==> src/wdps_params.svh <==
// Purpose: Offsets, field positions, reset values and counts of the watchdog timeout select
// Assumes: Included by bare name from the divider and top design files
// Notes:   Definitions only
`ifndef WDPS_PARAMS_SVH
`define WDPS_PARAMS_SVH

// Register word offsets on the plain register port
`define WDPS_ADDR_W          8
`define WDPS_ADDR_CTRL       8'h00
`define WDPS_ADDR_STATUS     8'h04
`define WDPS_ADDR_MASK       8'h08
`define WDPS_ADDR_KICK       8'h0c
`define WDPS_ADDR_COUNT      8'h10

// Control register fields
`define WDPS_CTRL_PS_LSB     0
`define WDPS_CTRL_DIVLO_LSB  4
`define WDPS_CTRL_DIVHI_BIT  6
`define WDPS_CTRL_RUN_BIT    7
`define WDPS_CTRL_EWIE_BIT   8
`define WDPS_CTRL_RST_VAL    32'h0000_0000

// Status and mask fields
`define WDPS_EV_EARLY_BIT    0
`define WDPS_EV_FINAL_BIT    1
`define WDPS_MASK_RST_VAL    2'h0

// Timing
`define WDPS_BASE_CYCLES     2048
`define WDPS_PS_MAX          4'h9
`define WDPS_PS_W            4
`define WDPS_DIV_W           3

`endif

==> src/wdps_pkg.sv <==
// Purpose: Types shared by the watchdog timeout select design
// Assumes: Constants live in wdps_params.svh
// Notes:   Nothing is imported; users write wdps_pkg::name
package wdps_pkg;

   typedef enum logic [1:0]
   {
      WDPS_IDLE,
      WDPS_WAIT_EARLY,
      WDPS_WAIT_FINAL
   } wdps_phase_e;

   typedef struct packed
   {
      logic [3:0] cnt;
      logic       tick;
   } wdps_div_s;

endpackage

==> src/wdps_divider.sv <==
// Purpose: Divides oscillator ticks by 1, 3, 5 ... 15 into counting-clock enables
// Assumes: tick_in is a one-cycle pulse on clk_sys
// Notes:   A code change takes effect at the next wrap or at once if count passes limit
`timescale 1ns/10ps
`default_nettype none
`include "wdps_params.svh"

module wdps_divider
(
   // Clock and reset
   input  wire logic                   clk_sys,
   input  wire logic                   rst,
   // Divider control
   input  wire logic [`WDPS_DIV_W-1:0] div_code,
   input  wire logic                   tick_in,
   // Divided enable
   output logic                        tick_out
);

   wdps_pkg::wdps_div_s q;
   wdps_pkg::wdps_div_s d;
   logic [3:0]          limit;

   // Divide by 2*code+1
   assign limit = {div_code, 1'b0};

   always_comb
   begin
      d      = q;
      d.tick = 1'b0;
      if (tick_in)
      begin
         if (q.cnt >= limit)
         begin
            d.cnt  = 4'h0;
            d.tick = 1'b1;
         end
         else
         begin
            d.cnt = q.cnt + 4'h1;
         end
      end
   end

   always_ff @(posedge clk_sys)
   begin
      if (rst)
      begin
         q <= '0;
      end
      else
      begin
         q <= d;
      end
   end

   assign tick_out = q.tick;

endmodule // wdps_divider
`default_nettype wire

==> src/wdps_top.sv <==
// Purpose: Watchdog timeout select: prescaled early warning and final timeout
// Assumes: slow_osc_clock is an asynchronous 128 kHz pin, well below clk_sys
// Notes:   Register port: one-cycle strobes, read data in the following cycle
//
// Our own choices: the strobed register port and the register addresses.
`timescale 1ns/10ps
`default_nettype none
`include "wdps_params.svh"

// Functional notes
// - Early timeout after 2048 shifted by prescale
// - Final timeout after twice the early interval
// - Divider code 1 divides oscillator by three
// - Divider code 2 divides oscillator by five
// - Divider codes give division 1 to 15
// - Early timeout sets flag when enable set
module wdps_top
#(
   parameter int BASE_CYCLES = `WDPS_BASE_CYCLES
)
(
   // Clock and reset
   input  wire logic                    clk_sys,
   input  wire logic                    rst,
   // Oscillator pin
   input  wire logic                    slow_osc_clock,
   // Register port
   input  wire logic [`WDPS_ADDR_W-1:0] reg_addr,
   input  wire logic [31:0]             reg_wdata,
   input  wire logic                    reg_wr,
   input  wire logic                    reg_rd,
   output logic      [31:0]             reg_rdata,
   // Events
   output logic                         wd_count_clock,
   output logic                         early_warning_pulse,
   output logic                         final_timeout_pulse,
   output logic                         irq
);

   localparam int CW = $clog2(BASE_CYCLES) + 12;

   // The count register is read back through a 32-bit word
   if (BASE_CYCLES < 1 || CW > 32)
   begin : g_chk
      $error("BASE_CYCLES must be at least one and its counter fit 32 bits");
   end

   typedef struct packed
   {
      logic                     sync1;
      logic                     sync2;
      logic                     osc_prev;
      wdps_pkg::wdps_phase_e    phase;
      logic [CW-1:0]            cnt;
      logic [`WDPS_PS_W-1:0]    ps;
      logic [`WDPS_DIV_W-1:0]   div;
      logic                     run;
      logic                     ewie;
      logic [1:0]               status;
      logic [1:0]               mask;
      logic [31:0]              rdata;
      logic                     early;
      logic                     final_to;
   } wdps_top_s;

   wdps_top_s     q;
   wdps_top_s     d;
   logic          osc_tick;
   logic          wdt_tick;
   logic [3:0]    ps_eff;
   logic [CW-1:0] period;
   logic [CW-1:0] cnt_inc;
   logic          wr_ctrl;
   logic          wr_status;
   logic          wr_mask;
   logic          wr_kick;
   logic [1:0]    ev_set;

   // Rising edge of the synchronised oscillator
   assign osc_tick = q.sync2 & ~q.osc_prev;

   wdps_divider u_div
   (
      .clk_sys  (clk_sys),
      .rst      (rst),
      .div_code (q.div),
      .tick_in  (osc_tick),
      .tick_out (wdt_tick)
   );

   // Reserved codes clamp to the longest period rather than wrap
   assign ps_eff  = (q.ps > `WDPS_PS_MAX) ? `WDPS_PS_MAX : q.ps;
   assign period  = CW'(BASE_CYCLES) << ps_eff;
   assign cnt_inc = q.cnt + CW'(1);

   assign wr_ctrl   = reg_wr && (reg_addr == `WDPS_ADDR_CTRL);
   assign wr_status = reg_wr && (reg_addr == `WDPS_ADDR_STATUS);
   assign wr_mask   = reg_wr && (reg_addr == `WDPS_ADDR_MASK);
   assign wr_kick   = reg_wr && (reg_addr == `WDPS_ADDR_KICK);

   always_comb
   begin
      d          = q;
      ev_set     = 2'h0;
      d.sync1    = slow_osc_clock;
      d.sync2    = q.sync1;
      d.osc_prev = q.sync2;
      d.early    = 1'b0;
      d.final_to = 1'b0;

      case (q.phase)
         wdps_pkg::WDPS_IDLE:
         begin
            d.cnt = '0;
            if (q.run)
            begin
               d.phase = wdps_pkg::WDPS_WAIT_EARLY;
            end
         end
         wdps_pkg::WDPS_WAIT_EARLY:
         begin
            if (wdt_tick)
            begin
               d.cnt = cnt_inc;
               if (cnt_inc >= period)
               begin
                  d.early = 1'b1;
                  ev_set[`WDPS_EV_EARLY_BIT] = q.ewie;
                  d.phase = wdps_pkg::WDPS_WAIT_FINAL;
               end
            end
         end
         wdps_pkg::WDPS_WAIT_FINAL:
         begin
            if (wdt_tick)
            begin
               d.cnt = cnt_inc;
               if (cnt_inc >= {period[CW-2:0], 1'b0})
               begin
                  d.final_to = 1'b1;
                  ev_set[`WDPS_EV_FINAL_BIT] = 1'b1;
                  d.cnt   = '0;
                  d.phase = wdps_pkg::WDPS_WAIT_EARLY;
               end
            end
         end
         default:
         begin
            d.phase = wdps_pkg::WDPS_IDLE;
         end
      endcase

      // Stopping or kicking restarts the count from zero
      if (!q.run || wr_kick)
      begin
         d.cnt   = '0;
         d.phase = wdps_pkg::WDPS_IDLE;
      end

      if (wr_ctrl)
      begin
         d.ps   = reg_wdata[`WDPS_CTRL_PS_LSB +: `WDPS_PS_W];
         d.div  = {reg_wdata[`WDPS_CTRL_DIVHI_BIT],
                   reg_wdata[`WDPS_CTRL_DIVLO_LSB +: 2]};
         d.run  = reg_wdata[`WDPS_CTRL_RUN_BIT];
         d.ewie = reg_wdata[`WDPS_CTRL_EWIE_BIT];
      end
      if (wr_mask)
      begin
         d.mask = reg_wdata[1:0];
      end

      // Set wins over a same-cycle write-one clear
      d.status = (q.status & ~(wr_status ? reg_wdata[1:0] : 2'h0)) | ev_set;

      d.rdata = 32'h0000_0000;
      if (reg_rd)
      begin
         case (reg_addr)
            `WDPS_ADDR_CTRL:
            begin
               d.rdata[`WDPS_CTRL_PS_LSB +: `WDPS_PS_W]   = q.ps;
               d.rdata[`WDPS_CTRL_DIVLO_LSB +: 2]         = q.div[1:0];
               d.rdata[`WDPS_CTRL_DIVHI_BIT]              = q.div[2];
               d.rdata[`WDPS_CTRL_RUN_BIT]                = q.run;
               d.rdata[`WDPS_CTRL_EWIE_BIT]               = q.ewie;
            end
            `WDPS_ADDR_STATUS:
            begin
               d.rdata[1:0] = q.status;
            end
            `WDPS_ADDR_MASK:
            begin
               d.rdata[1:0] = q.mask;
            end
            `WDPS_ADDR_COUNT:
            begin
               d.rdata[CW-1:0] = q.cnt;
            end
            default:
            begin
               d.rdata = 32'h0000_0000;
            end
         endcase
      end
   end

   always_ff @(posedge clk_sys)
   begin
      if (rst)
      begin
         q          <= '0;
         q.phase    <= wdps_pkg::WDPS_IDLE;
         q.mask     <= `WDPS_MASK_RST_VAL;
      end
      else
      begin
         q <= d;
      end
   end

   assign reg_rdata           = q.rdata;
   assign wd_count_clock      = wdt_tick;
   assign early_warning_pulse = q.early;
   assign final_timeout_pulse = q.final_to;
   assign irq                 = |(q.status & q.mask);

endmodule // wdps_top
`default_nettype wire

==> config.mk <==
export PLATFORM = sky130hd
export DESIGN_NAME = wdps_top
export DESIGN_NICKNAME = d
export VERILOG_FILES = /design/src/wdps_pkg.sv /design/src/wdps_divider.sv /design/src/wdps_top.sv
export VERILOG_INCLUDE_DIRS = /design/src /design/src/src
export SDC_FILE = /design/constraint.sdc
export NUM_CORES = 1
export LEC_CHECK = 0
export BUFFER_PORTS_ARGS = -buffer_cell sky130_fd_sc_hd__buf_2
export CAP_MARGIN = 20
export CORE_ASPECT_RATIO = 0.5
export CORE_MARGIN = 4
export CORE_UTILIZATION = 50
export CTS_CLUSTER_SIZE = 24
export DETAILED_ROUTE_END_ITERATION = 7
export PLACE_DENSITY = 0.77
export SLEW_MARGIN = 30
export SYNTH_ARGS = -nofsm -noshare
export SYNTH_HDL_FRONTEND = slang
export SYNTH_SLANG_ARGS = --single-unit
==> constraint.sdc <==
create_clock -name clk_sys -period 3.1 [get_ports clk_sys]
set_input_delay 0 -clock clk_sys [delete_from_list [all_inputs] [get_ports clk_sys]]
set_output_delay 0 -clock clk_sys [all_outputs]
set_load 0.01 [all_outputs]
## After elaboration in Yosys (flattened, before gate mapping)

Cells that the tools add are included.
W data, S select, Z words.

| operators by class | value |
|---|---|
| bitwise logic cells | 11 |
| equality and inequality tests | 11 |
| multiplexer cells | 20 |
| add/sub/neg operators | 2 |
| reduce and logical (&&, ||, !) cells | 17 |
| shift-type cells | 1 |
| magnitude comparators | 4 |

Operator list:

| cell | count |
|---|---|
| $mux W25 | 3 |
| $pmux W23 S3 | 1 |
| $ge A23 B23 Y1 | 2 |
| $add A23 B1 Y23 const B | 1 |
| $shl A12 B4 Y23 const A | 1 |
| $eq A8 B4 Y1 const B | 2 |
| $pmux W7 S2 | 1 |
| $eq A8 B3 Y1 const B | 1 |
| $eq A8 B5 Y1 const B | 1 |
| $logic_not A8 Y1 | 1 |
| $mux W1 | 8 |
| $mux W4 | 2 |
| $pmux W2 S4 | 1 |
| $reduce_or A2 Y1 | 4 |
| $mux W2 | 3 |
| $ne A2 B2 Y1 const B | 3 |
| $not A1 Y1 | 6 |
| $pmux W2 S3 | 1 |
| $reduce_or A3 Y1 | 2 |
| $reduce_and A5 Y1 | 1 |
| $add A4 B1 Y4 const B | 1 |
| $and A2 B2 Y2 | 2 |
| $ge A4 B4 Y1 | 1 |
| $gt A4 B4 Y1 const B | 1 |
| other kinds (12) | 16 |

| storage, ports and cells | value |
|---|---|
| flip-flop bits (word level) | 80 |
| output and inout port bits | 36 |
| bits of input ports | 45 |
| word-level logic and storage cells | 84 |

## Depth between registers and ports, before layout

Gate-level depths: netlist of the first run.

| depth | value |
|---|---|
| depth in word-level cells | 8 |
| depth in mapped cells | 15 |

## Cells and area by module

From an unflattened synthesis of the first run, not the netlist that was laid out.

| second synthesis, totals | value |
|---|---|
| cell total of the unflattened synthesis | 477 |
| area total of the unflattened synthesis | 4037.6 sq um |

By module, submodules not included:

| module | seq. area each (sq um) | times used | area an instance (sq um) | cells an instance |
|---|---|---|---|---|
| wdps_top | 1321.3 | 1 | 3746.1 | 443 |
| wdps_divider | 100.1 | 1 | 291.5 | 34 |

## Worst setup path before layout of the first run

No wires, ideal clock.

| path | value |
|---|---|
| path type | register -> register |
| start point | reg q[49] in the netlist's numbering |
| end point | reg q[62] in the netlist's numbering |
| stages on the path, launching flop included | 15 |
| path buffers | 1 |
| path slack | -0.067 ns |
| period minus slack after synthesis | 3.167 ns |
| arrival | 3.093 ns |
| path through | dfxtp_1 > nand3_2 > or4_4 > buf_6 > nor3_1 > nand2_1 > or2_2 > nand2_1 > ha_1 > nand2_1 > o21a_1 > a32oi_1 > nand2_1 > or4b_4 > a31oi_2 |

| between the ends | value |
|---|---|
| longest elaborated chain between the ends | 5 |
| elaborated cells between the ends (all ways) | 6 |
| those cells by class | add/sub: 1; order compare: 1; mux: 4 |

Ends and longest elaborated chain:

| item | RTL line | text |
|---|---|---|
| start, declared | wdps_top.sv:66 | `wdps_top_s q;` |
| $add A23 B1 Y23 (*) | wdps_top.sv:94 | `assign cnt_inc = q.cnt + CW'(1);` |
| $ge A23 B23 Y1 | wdps_top.sv:138 | `if (cnt_inc >= {period[CW-2:0], 1'b0})` |
| $mux W25 | wdps_top.sv:138 |  |
| $mux W25 | wdps_top.sv:135 | `if (wdt_tick)` |
| $pmux W23 S3 (*) | wdps_top.sv:111 | `case (q.phase)` |

Mark *: on every way between the ends. The rest lies on a longest branch, timed or not. The select of a mux whose other input is x is not followed.
A chain may end at the register's enable or synchronous reset.

## Worst setup path in the final report of the first run

| path | value |
|---|---|
| start point | reg q[50] in the netlist's numbering |
| end point | reg q[53] in the netlist's numbering |

Same word-level chain as after synthesis.

==> results of run 1 <==
metal layers:
metal / share of wire, % / GRT usage (%)
met5: 0 / 0
met3: 11 / 6.452
met4: 3.8 / 7.562
met2: 45 / 35.21
met1: 40 / 27.20
path summary, 6_finish.rpt:
kind | to | cells past startpoint
hold / removal | q[35] | 2
setup reg to reg | q[53] | 14
hold reg to reg | d[72] | 1
setup / recovery | q[53] | 14
report_power, final:
part           internal, mW  switching (mW)  leakage [nW]
registers             0.913         0.00238         0.576
logic                0.0302          0.0339          1.67
clock network         0.797           0.439         0.171
cell families (layout without fill, tap and decap cells):
kind of cell,count (synthesis),count (layout)
compound gates,77,77
fa+ha+maj,34,34
xor+xnor,7,7
buf+inv,56,149
mux,15,15
other cells,2,12
flops,71,71
simple gates,205,205
synthesized netlist by cell type, drive strengths merged, types with 2 or more instances:
master	instances
dfxtp	71
o221ai	14
nand2b	6
nand4	9
xor2	4
ha	33
inv	10
nand2	74
xnor2	3
nor2	32
o22ai	4
a22o	8
o21ai	10
or2	9
mux2i	15
and2	17
a22oi	2
nand3b	2
nor2b	10
a31oi	3
nor3	9
a2111oi	2
clkbuf	11
o21a	3
a21o	3
o211ai	4
conb	2
nand3	18
or3	6
and3	3
a21oi	17
or4	3
nor3b	2
buf	35
state kept, by name, summed over array words and instances, names as in the netlist:
register and count:
d 2, u_div.q 4, final_timeout_pulse 1, u_div.tick_out 1, q 39, early_warning_pulse 1, reg_rdata 23
metrics by stage:
stage                     utilization (%)  setup TNS [ns]
after floorplan                         -               0
after global placement              59.79          -2.520
after detailed placement            59.79          -3.632
after CTS                           67.88        -0.04972
after global routing                74.63          -4.419
final                               74.63          -2.034
cell type report:
| cell class | count | share of cell area [%] |
|---|---|---|
| Tap cell | 108 | 2.401 |
| Multi-Input combinational cell | 350 | 49.50 |
| Clock buffer | 9 | 4.001 |
| Sequential cell | 71 | 25.49 |
| Timing Repair Buffer | 123 | 15.71 |
| Clock inverter | 7 | 2.223 |
| Inverter | 10 | 0.6668 |
repair_timing:
| action | in CTS | in global routing |
|---|---|---|
| gates cloned | 1 | 1 |
| gates resized for setup | 30 | 97 |
| hold endpoints to repair | 12 | 0 |
| hold buffers | 10 | 0 |
| pin swaps | 11 | 58 |
| endpoints found under the setup margin | 27 | 28 |
| setup buffers | 8 | 6 |
==> qor.csv, run 1 <==
metric,value,unit
layout-drive-gt1-share,39.65,%
post-layout-total-power,2.215,mW
maxClockFrequency,0.3090,GHz
detail_route.first_pass.iterations,5,
io_buffers,48,
grt_pass1_wl,16.45,mm
clock-sinks,71,
synthSimpleGateAreaFrac,26.36,%
cp.arrival,3.50,ns
ir_worst_vdd,0.2507,mV
clkTransAtPathRegs,0.06,ns
multi_input_comb_area,2786,um2
finalSetupViolCount,24,
area_growth,40.51,%
grt_antenna_before_repair,0,
layout.cells.most_common_list,"dfxtp_1 (66), nand2_1 (57), buf_4 (51)",
fillers,476,
cp_slowest_stage_delay,0.58,ns
critical_path.reg2reg.startpoint,q[50],
avgViaCountPerCell,6.053,
placeableCoreArea,7542,um2
worst_clock_skew,0.008175,ns
routed-via-count,4104,
yosys_most_used_dff,dfxtp_1,
syn_area,4006,um2
synth_xor_xnor_area_share,1.530,%
drt_iter0_drc,516,
clkLatencyLatePin,0.35,ns
die_h,71.30,um
timing.critical_path.mode_cell,nand2_2,
startpoint,q[50],
finalWeightedCongestion,0.9043,
wirelength,12.95,mm
min-delay-path-class,in2reg,
die_w,134.6,um
post_synth.cell_area_avg,8.579,um2
rows,22,
worstPathMaxFanout,7,
most_area_consuming_cells_after_synthesis,"dfxtp_1 (35%), ha_1 (10%), nand2_1 (6.8%)",
post_dp_cell_area,4509,um2
seq_area_frac_synth,35.48,%
dp_cells,638,
cp_top_family,simple AND/OR/NAND/NOR gates,
hold_viol_final,0,
timing.critical_path.to_type,register,
critical_path.slowest_cell,or4_4,
route.antenna.remaining_nets,0,
synth-adder-area-share,10.56,%
clock_path_buffers,2,
antenna_diode_count,0,
run_status,finished with violations,
initial_utilization,53.12,%
postLayoutCellArea,5629,um2
timing.hold.worst.start,rst,
postLayoutSetupSlackWorst,-0.1360,ns
grt_setup_unrepaired,true,
synth-compound-area-share,13.65,%
detail_route.drc_violations,0,
ff_latch_area,1435,um2
clock_tree.root_cell,clkbuf_16,
dp.final_hpwl,7.129,mm
critPathLaunchType,register,
global_route.overflow_total,0,
final.min_clock_period,3.236,ns
stdcell_count,678,
design.portCount,81,
final.period_utilization,104.4,%
synth_largest_type_area_fraction,35.48,%
cap_violations,0,
yosys_register_bits,71,
most_common_library_cell_in_the_layout_ignoring_fill_and_taps,dfxtp_1,
count_of_yosys_warnings_during_synthesis,0,
dominant_combinational_cell_family_by_area_after_synthesis,simple AND/OR/NAND/NOR gates,
synth_cells,467,
worst_slew_pin_slew,1.001,ns
dominant_cell_type_by_area_after_synthesis,dfxtp_1,
hold-worst-slack,0.06116,ns
max_slew_margin,33.04,%
synth_mux_area_share,3.748,%
inserted_clock_buffers,9,
grt_start_max_net_pins,22,
tritoncts,yes,
first_global_vias,3549,
cts.htree.levels,3,
ys_async_sr_fraction,0,%
synth_enable_flop_cells,0,
worstPathBufferInverterCount,3,
crit_required,3.36,ns
failing_checks,negative setup slack,
pwr_density_cell,393.4,nW/um2
criticalPathCategory,reg2reg,
grt_overall_usage,21.46,%
dp_slack,-0.3420,ns
p_leak,2.413,nW
synth_cell_type_count,56,
die-area,9596,um2
critical_path.cell_chain,"inv_1, or4_4, nor3_4, nand2_2, or2_4, nand2_4, ha_4, buf_4, nand4_1, a32oi_1, nand2_2, nand3_2, buf_6, o221ai_1",
finalNetCount,643,
wl_per_cell,19.10,um
count_of_final_max_slew_check_failures,0,
regToRegSetupSlack,-0.14,ns
Note: power is estimated with default switching activity, not from simulation.
==> run 2, diff against run 1 <==
--- a/config.mk
+++ b/config.mk
@@ -9,7 +9,6 @@
 export BUFFER_PORTS_ARGS = -buffer_cell sky130_fd_sc_hd__buf_2
 export CAP_MARGIN = 20
 export CORE_ASPECT_RATIO = 0.5
-export CORE_MARGIN = 4
 export CORE_UTILIZATION = 50
 export CTS_CLUSTER_SIZE = 24
 export DETAILED_ROUTE_END_ITERATION = 7
==> qor.csv, run 2 (synthesized netlist as in run 1, its figures left out) <==
metric,value,unit,change
run_status,finished with violations,,unchanged
failing_checks,negative setup slack,,unchanged
global_route.overflow_total,0,,unchanged
tritoncts,yes,,unchanged
io_buffers,48,,unchanged
route.antenna.remaining_nets,0,,unchanged
postLayoutSetupSlackWorst,-0.1343,ns,was -0.1360 ns
ir_worst_vdd,0.2721,mV,was 0.2507 mV
wirelength,13.16,mm,was 12.95 mm
drt_iter0_drc,594,,was 516
cp.arrival,3.45,ns,was 3.50 ns
inserted_clock_buffers,9,,unchanged
grt_overall_usage,27.43,%,was 21.46%
p_leak,2.429,nW,was 2.413 nW
worst_hold_path.num_cells,2,,unchanged
worst_clock_skew,0.006445,ns,was 0.008175 ns
layout-drive-gt1-share,39.66,%,was 39.65%
finalNetCount,663,,was 643
cts.htree.levels,3,,unchanged
final.period_utilization,104.3,%,was 104.4%
clock-sinks,71,,unchanged
r2r_end,q[54],,was q[53]
first_global_vias,3748,,"was 3,549"
final.min_clock_period,3.234,ns,was 3.236 ns
most_common_library_cell_in_the_layout_ignoring_fill_and_taps,buf_4,,was dfxtp_1
critical_path.reg2reg.startpoint,q[49],,was q[50]
regToRegSetupSlack,-0.13,ns,was -0.14 ns
die_h,65.30,um,was 71.30 um
multi_input_comb_area,2713,um2,was 2786 um2
critical_path.cell_chain,"nand3_2, buf_4, buf_4, buf_4, buf_4, buf_4, buf_4, buf_4, buf_4, buf_4, buf_4, buf_4, buf_4, buf_4, buf_4, nor2_4, nand4_1, a31oi_1, o21a_1, o32ai_2",,"was inv_1, or4_4, nor3_4, nand2_2, or2_4, nand2_4, ha_4, buf_4, nand4_1, a32oi_1, nand2_2, nand3_2, buf_6, o221ai_1"
pwr_density_cell,348.4,nW/um2,was 393.4 nW/um2
worstPathMaxFanout,3,,was 7
grt_setup_unrepaired,true,,unchanged
clkLatencyLatePin,0.34,ns,was 0.35 ns
timing.critical_path.mode_cell,buf_4,,was nand2_2
clkTransAtPathRegs,0.06,ns,about the same
die_w,128.6,um,was 134.6 um
area_growth,40.72,%,was 40.51%
max_slew_margin,49.22,%,was 33.04%
antenna_diode_count,0,,unchanged
grt_pass1_wl,17.51,mm,was 16.45 mm
grt_start_max_net_pins,22,,unchanged
dp_slack,-0.2190,ns,was -0.3420 ns
die-area,8396,um2,was 9596 um2
finalWeightedCongestion,0.8621,,was 0.9043
critPathLaunchType,register,,unchanged
finalSetupViolCount,15,,was 24
detail_route.first_pass.iterations,5,,unchanged
stdcell_count,698,,was 678
count_of_final_max_slew_check_failures,0,,unchanged
clock_path_buffers,2,,unchanged
dp.final_hpwl,7.071,mm,was 7.129 mm
min_delay_worst_endpoint,q[35],,unchanged
largest_register_ff_count,39,,unchanged
initial_utilization,53.12,%,unchanged
hold-worst-slack,0.05927,ns,was 0.06116 ns
postLayoutCellArea,5638,um2,was 5629 um2
design.portCount,81,,unchanged
timing.hold.worst.start,rst,,unchanged
layout.cells.most_common_list,"buf_4 (78), dfxtp_1 (63), nand2_1 (62)",,"was dfxtp_1 (66), nand2_1 (57), buf_4 (51)"
routed-via-count,4131,,"was 4,104"
timing.critical_path.to_type,register,,unchanged
detail_route.drc_violations,0,,unchanged
finish.utilization,74.75,%,was 74.63%
criticalPathCategory,reg2reg,,unchanged
wl_per_cell,18.86,um,was 19.10 um
rows,22,,unchanged
dp_cells,644,,was 638
hold_viol_final,0,,unchanged
cp_slowest_stage_delay,0.37,ns,was 0.58 ns
fillers,459,,was 476
worst_r2r_path_depth,20,,was 14
clock_tree.root_cell,clkbuf_16,,unchanged
crit_required,3.32,ns,was 3.36 ns
ff_latch_area,1446,um2,was 1435 um2
worst_slew_pin_slew,0.7609,ns,was 1.001 ns
post_dp_cell_area,4569,um2,was 4509 um2
maxClockFrequency,0.3092,GHz,was 0.3090 GHz
placeableCoreArea,7542,um2,unchanged
min-delay-path-class,in2reg,,unchanged
avgViaCountPerCell,5.918,,was 6.053
grt_antenna_before_repair,0,,unchanged
critical_path.slowest_cell,dfxtp_2,,was or4_4
cap_violations,0,,unchanged
most_flop_heavy_register,q,,unchanged
[run 2: cell types whose count changed in the layout (fill, tap and decap cells not counted), moves of 3 or more]
cell       delta
buf_4        +27
buf_6         -7
ha_1          +5
nand2_1       +5
ha_4          -4
bufinv_16     -3
dfxtp_1       -3
dfxtp_4       +3
nand2_4       -3
[run 2: worst max-delay path by stage]
stage / start / to
floorplan: q[49] / q[62]
global placement: q[49] / q[62]
detailed placement: q[49] / q[70]
CTS: q[47] / q[71]
global route: q[47] / q[62]
finish: q[49] / q[54]
[run 2: power by group]
group          internal (mW)  total [mW]  switching [mW]  leakage, nW
registers              0.910       0.913         0.00248        0.578
clock network          0.592       0.989           0.397        0.146
logic                 0.0295      0.0632          0.0337         1.70
[run 2: what timing repair did]
item / in CTS / in global routing
setup buffers: 20 / 7
endpoints found under the hold margin: 12 / 0
hold buffers: 10 / 0
pin swaps: 18 / 24
endpoints found under the setup margin: 22 / 29
cloned: 2 / 0
gates resized for setup: 34 / 71
[run 2: cell type report]
| type | instances | area share (%) |
|---|---|---|
| inverter | 10 | 0.6658 |
| clock buffer | 11 | 4.483 |
| clock inverter | 5 | 0.7102 |
| multi-input combinational | 350 | 48.11 |
| sequential | 71 | 25.65 |
| timing repair buffer | 143 | 17.98 |
| tap | 108 | 2.397 |
[run 2: metal layers]
metal  GRT usage (%)  wire length (um)  vias up
li1                -                 -     1851
met1           32.49              5277     1920
met2           47.16              5977      268
met3           6.596              1096       92
met4           13.53               811        0
met5               0                 0        -
[run 2: worst max-delay path: cells and delay by family, from the launching register on]
kind / cells / cell delay [ns]
buffers and inverters: 14 / 1.78
flip-flops: 1 / 0.37
AO/OA/AOI/OAI: 3 / 0.58
AND/OR/NAND/NOR: 3 / 0.41
[run 2: stage by stage]
stage / setup TNS [ns] / power (mW)
final: -0.6782 / 1.965
after floorplan: 0 / 0.9736
after CTS: -0.07188 / 1.977
after global placement: -0.9164 / 0.9851
after global routing: -4.167 / 2.027
after detailed placement: -2.051 / 0.9862
==> run 3, diff against run 2 <==
--- a/config.mk
+++ b/config.mk
@@ -6,13 +6,14 @@
 export SDC_FILE = /design/constraint.sdc
 export NUM_CORES = 1
 export LEC_CHECK = 0
+export ABC_AREA = 1
 export BUFFER_PORTS_ARGS = -buffer_cell sky130_fd_sc_hd__buf_2
 export CAP_MARGIN = 20
 export CORE_ASPECT_RATIO = 0.5
 export CORE_UTILIZATION = 50
 export CTS_CLUSTER_SIZE = 24
 export DETAILED_ROUTE_END_ITERATION = 7
-export PLACE_DENSITY = 0.77
+export PLACE_DENSITY = 0.76
 export SLEW_MARGIN = 30
 export SYNTH_ARGS = -nofsm -noshare
 export SYNTH_HDL_FRONTEND = slang
==> qor.csv, run 3 <==
metric,value,unit,change
min-delay-path-class,in2reg,,unchanged
grtUsageMet2,35.70,%,was 47.16%
synth_cells,548,,was 467
fillers,692,,was 459
yosys_most_used_dff,dfxtp_1,,unchanged
regToRegSetupSlack,0.26,ns,was -0.13 ns
hold-worst-slack,0.06085,ns,was 0.05927 ns
placeableCoreArea,7597,um2,was 7542 um2
synth_cell_type_count,35,,was 56
final.period_utilization,91.72,%,was 104.3%
syn_area,4071,um2,was 4006 um2
critical_path.slowest_cell,dfxtp_1,,was dfxtp_2
count_of_yosys_warnings_during_synthesis,0,,unchanged
run_status,"finished, final reports clean",,was finished with violations
final.min_clock_period,2.843,ns,was 3.234 ns
max_slew_margin,44.86,%,was 49.22%
criticalPathCategory,reg2reg,,unchanged
most_flop_heavy_register,q,,unchanged
drt_iter0_drc,267,,was 594
ir_worst_vdd,0.2709,mV,was 0.2721 mV
wl_per_cell,12.61,um,was 18.86 um
wirelength,8.955,mm,was 13.16 mm
crit_required,3.35,ns,was 3.32 ns
seq_area_frac_synth,34.91,%,was 35.48%
finish.utilization,62.27,%,was 74.75%
postLayoutCellArea,4731,um2,was 5638 um2
yosys-top-cells-count,"nand2_1 (100), inv_1 (74), dfxtp_1 (71)",,"was nand2_1 (73), dfxtp_1 (71), ha_1 (33)"
initial_utilization,53.59,%,was 53.12%
finalNetCount,675,,was 663
clock-sinks,71,,unchanged
post_synth.cell_area_avg,7.430,um2,was 8.579 um2
die-area,8530,um2,was 8396 um2
tritoncts,yes,,unchanged
route.antenna.remaining_nets,0,,unchanged
ys_async_sr_fraction,0,%,unchanged
die_h,65.81,um,was 65.30 um
clkTransAtPathRegs,0.06,ns,about the same
p_leak,2.160,nW,was 2.429 nW
die_w,129.6,um,was 128.6 um
cap_violations,0,,unchanged
yosys.cell_count.top_type,nand2_1,,unchanged
grt.met1_usage,30.91,%,was 32.49%
clock_tree.root_cell,clkbuf_16,,unchanged
dominant_cell_type_by_area_after_synthesis,dfxtp_1,,unchanged
largest_register_ff_count,39,,unchanged
finalSetupViolCount,0,,was 15
grt_start_max_net_pins,24,,was 22
worstPathMaxFanout,23,,was 3
critical_path.cell_chain,"nand2_2, or2_1, nor3_2, xor2_1, ha_1, nand2_1, inv_1, nand2_1, nand2_1, nand2_1, nand2_1, nand2_1, nand2_1, nand2_1, nand2_1, nand2_1, nand3_1, nand2_1, buf_12, nand3_1, a21oi_1",,"was nand3_2, buf_4, buf_4, buf_4, buf_4, buf_4, buf_4, buf_4, buf_4, buf_4, buf_4, buf_4, buf_4, buf_4, buf_4, nor2_4, nand4_1, a31oi_1, o21a_1, o32ai_2"
stdcell_count,710,,was 698
design.portCount,81,,unchanged
inserted_clock_buffers,9,,unchanged
worst_slew_pin_slew,0.8262,ns,was 0.7609 ns
area_growth,16.20,%,was 40.72%
first_global_vias,3245,,"was 3,748"
yosys_register_bits,71,,unchanged
critPathLaunchType,register,,unchanged
avgViaCountPerCell,4.975,,was 5.918
pwr_density_cell,406.1,nW/um2,was 348.4 nW/um2
count_of_final_max_slew_check_failures,0,,unchanged
most_common_library_cell_in_the_layout_ignoring_fill_and_taps,nand2_1,,was buf_4
rows,22,,unchanged
globalRoute.busiestLayer,met2,,unchanged
clkLatencyLatePin,0.34,ns,about the same
worst_clock_skew,0.005879,ns,was 0.006445 ns
grt.met3_usage,7.443,%,was 6.596%
clock_path_buffers,2,,unchanged
detail_route.first_pass.iterations,5,,unchanged
grt_setup_unrepaired,false,,was true
post_cts_buffers,0,,was 20
io_buffers,48,,unchanged
grt_pass1_wl,14.94,mm,was 17.51 mm
timing.critical_path.mode_cell,nand2_1,,was buf_4
hold_viol_final,0,,unchanged
finalWeightedCongestion,0.8690,,was 0.8621
post_dp_cell_area,4287,um2,was 4569 um2
layout-drive-gt1-share,17.94,%,was 39.66%
most_area_consuming_cells_after_synthesis,"dfxtp_1 (35%), ha_1 (10%), nand2_1 (9.2%)",,"was dfxtp_1 (35%), ha_1 (10%), nand2_1 (6.8%)"
synth_enable_flop_cells,0,,unchanged
global_route.overflow_total,0,,unchanged
finalSetupTns,0,ns,was -0.6782 ns
maxClockFrequency,0.3517,GHz,was 0.3092 GHz
dp.final_hpwl,6.488,mm,was 7.071 mm
grt_antenna_before_repair,0,,unchanged
synth_largest_type_area_fraction,34.91,%,was 35.48%
cp_slowest_stage_delay,0.40,ns,was 0.37 ns
grt_overall_usage,23.39,%,was 27.43%
layout.cells.most_common_list,"nand2_1 (99), inv_1 (74), dfxtp_1 (68)",,"was buf_4 (78), dfxtp_1 (63), nand2_1 (62)"
cts.htree.levels,3,,unchanged
timing.critical_path.to_type,register,,unchanged
routed-via-count,3532,,"was 4,131"
antenna_diode_count,0,,unchanged
dp_cells,680,,was 644
detail_route.drc_violations,0,,unchanged
cp.arrival,3.10,ns,was 3.45 ns
run 3: changes by cell type in the layout (fill, tap and decap cells not counted), sizes merged, moves of 15 or more:
cell | previous run | this run
and2 | 17 | 0
nor2 | 32 | 52
nand2 | 74 | 103
a21oi | 17 | 46
inv | 12 | 81
xor2 | 4 | 22
nand3 | 18 | 34
mux2i | 15 | 0
buf | 133 | 59
run 3: worst paths after layout:
check | start | endpoint | cells past startpoint
min | reg_addr[5] | reg_rdata[2] | 4
max reg2reg | q[51] | q[48] | 21
max | q[51] | q[48] | 21
min reg2reg | d[73] | d[72] | 2
run 3: area by class of cell:
cell class | count | area, um2 | share of cell area (%)
timing repair buffer | 73 | 475.5 | 10.05
clock buffer | 10 | 239.0 | 5.052
multi-input combinational | 361 | 2116 | 44.72
tap | 108 | 135.1 | 2.856
inverter | 81 | 304.0 | 6.427
sequential | 71 | 1425 | 30.12
clock inverter | 6 | 36.28 | 0.7670
run 3: per-stage QoR:
step,setup slack (ns),power (mW)
global route,0.005455,1.986
global placement,0.2683,0.9864
finish,0.2567,1.921
floorplan,0.4557,0.9746
detailed placement,0.2318,0.9877
CTS,0.2082,1.935
run 3: what timing repair did:
action | in CTS | in global routing
endpoints found under the setup margin | 0 | 23
gates resized for setup | 0 | 8
hold buffers | 14 | 0
endpoints found under the hold margin | 18 | 0
run 3: metal layers:
metal | up-vias | routed length (um)
li1 | 1810 | -
met2 | 135 | 3739
met1 | 1572 | 4437
met4 | 0 | 139
met3 | 15 | 640
met5 | - | 0
run 3: logic make-up (layout without fill, tap and decap cells):
group | after synthesis | count (layout) | synth area share (%)
and+or+nand+nor | 217 | 217 | 24.98
buffers and inverters | 126 | 170 | 14.66
adders and majority gates | 33 | 33 | 10.14
other | 2 | 12 | 0.1845
xor gates and xnor gates | 22 | 22 | 4.733
AOI/OAI and AO/OA | 77 | 77 | 10.39
DFF | 71 | 71 | 34.91
run 3: power breakdown:
group / leakage [nW] / total [mW] / switching (mW) / internal, mW
clock: 0.138 / 0.939 / 0.381 / 0.557
sequential: 0.574 / 0.919 / 0.00209 / 0.916
combinational: 1.45 / 0.0638 / 0.0346 / 0.0291
run 3: critical path: cells and delay by family (launching register included):
family / cells / cell delay, ns
xor+xnor: 1 / 0.25
buf+inv: 2 / 0.20
simple gates: 16 / 1.48
flops: 1 / 0.40
compound gates: 1 / 0.15
fa+ha+maj: 1 / 0.27
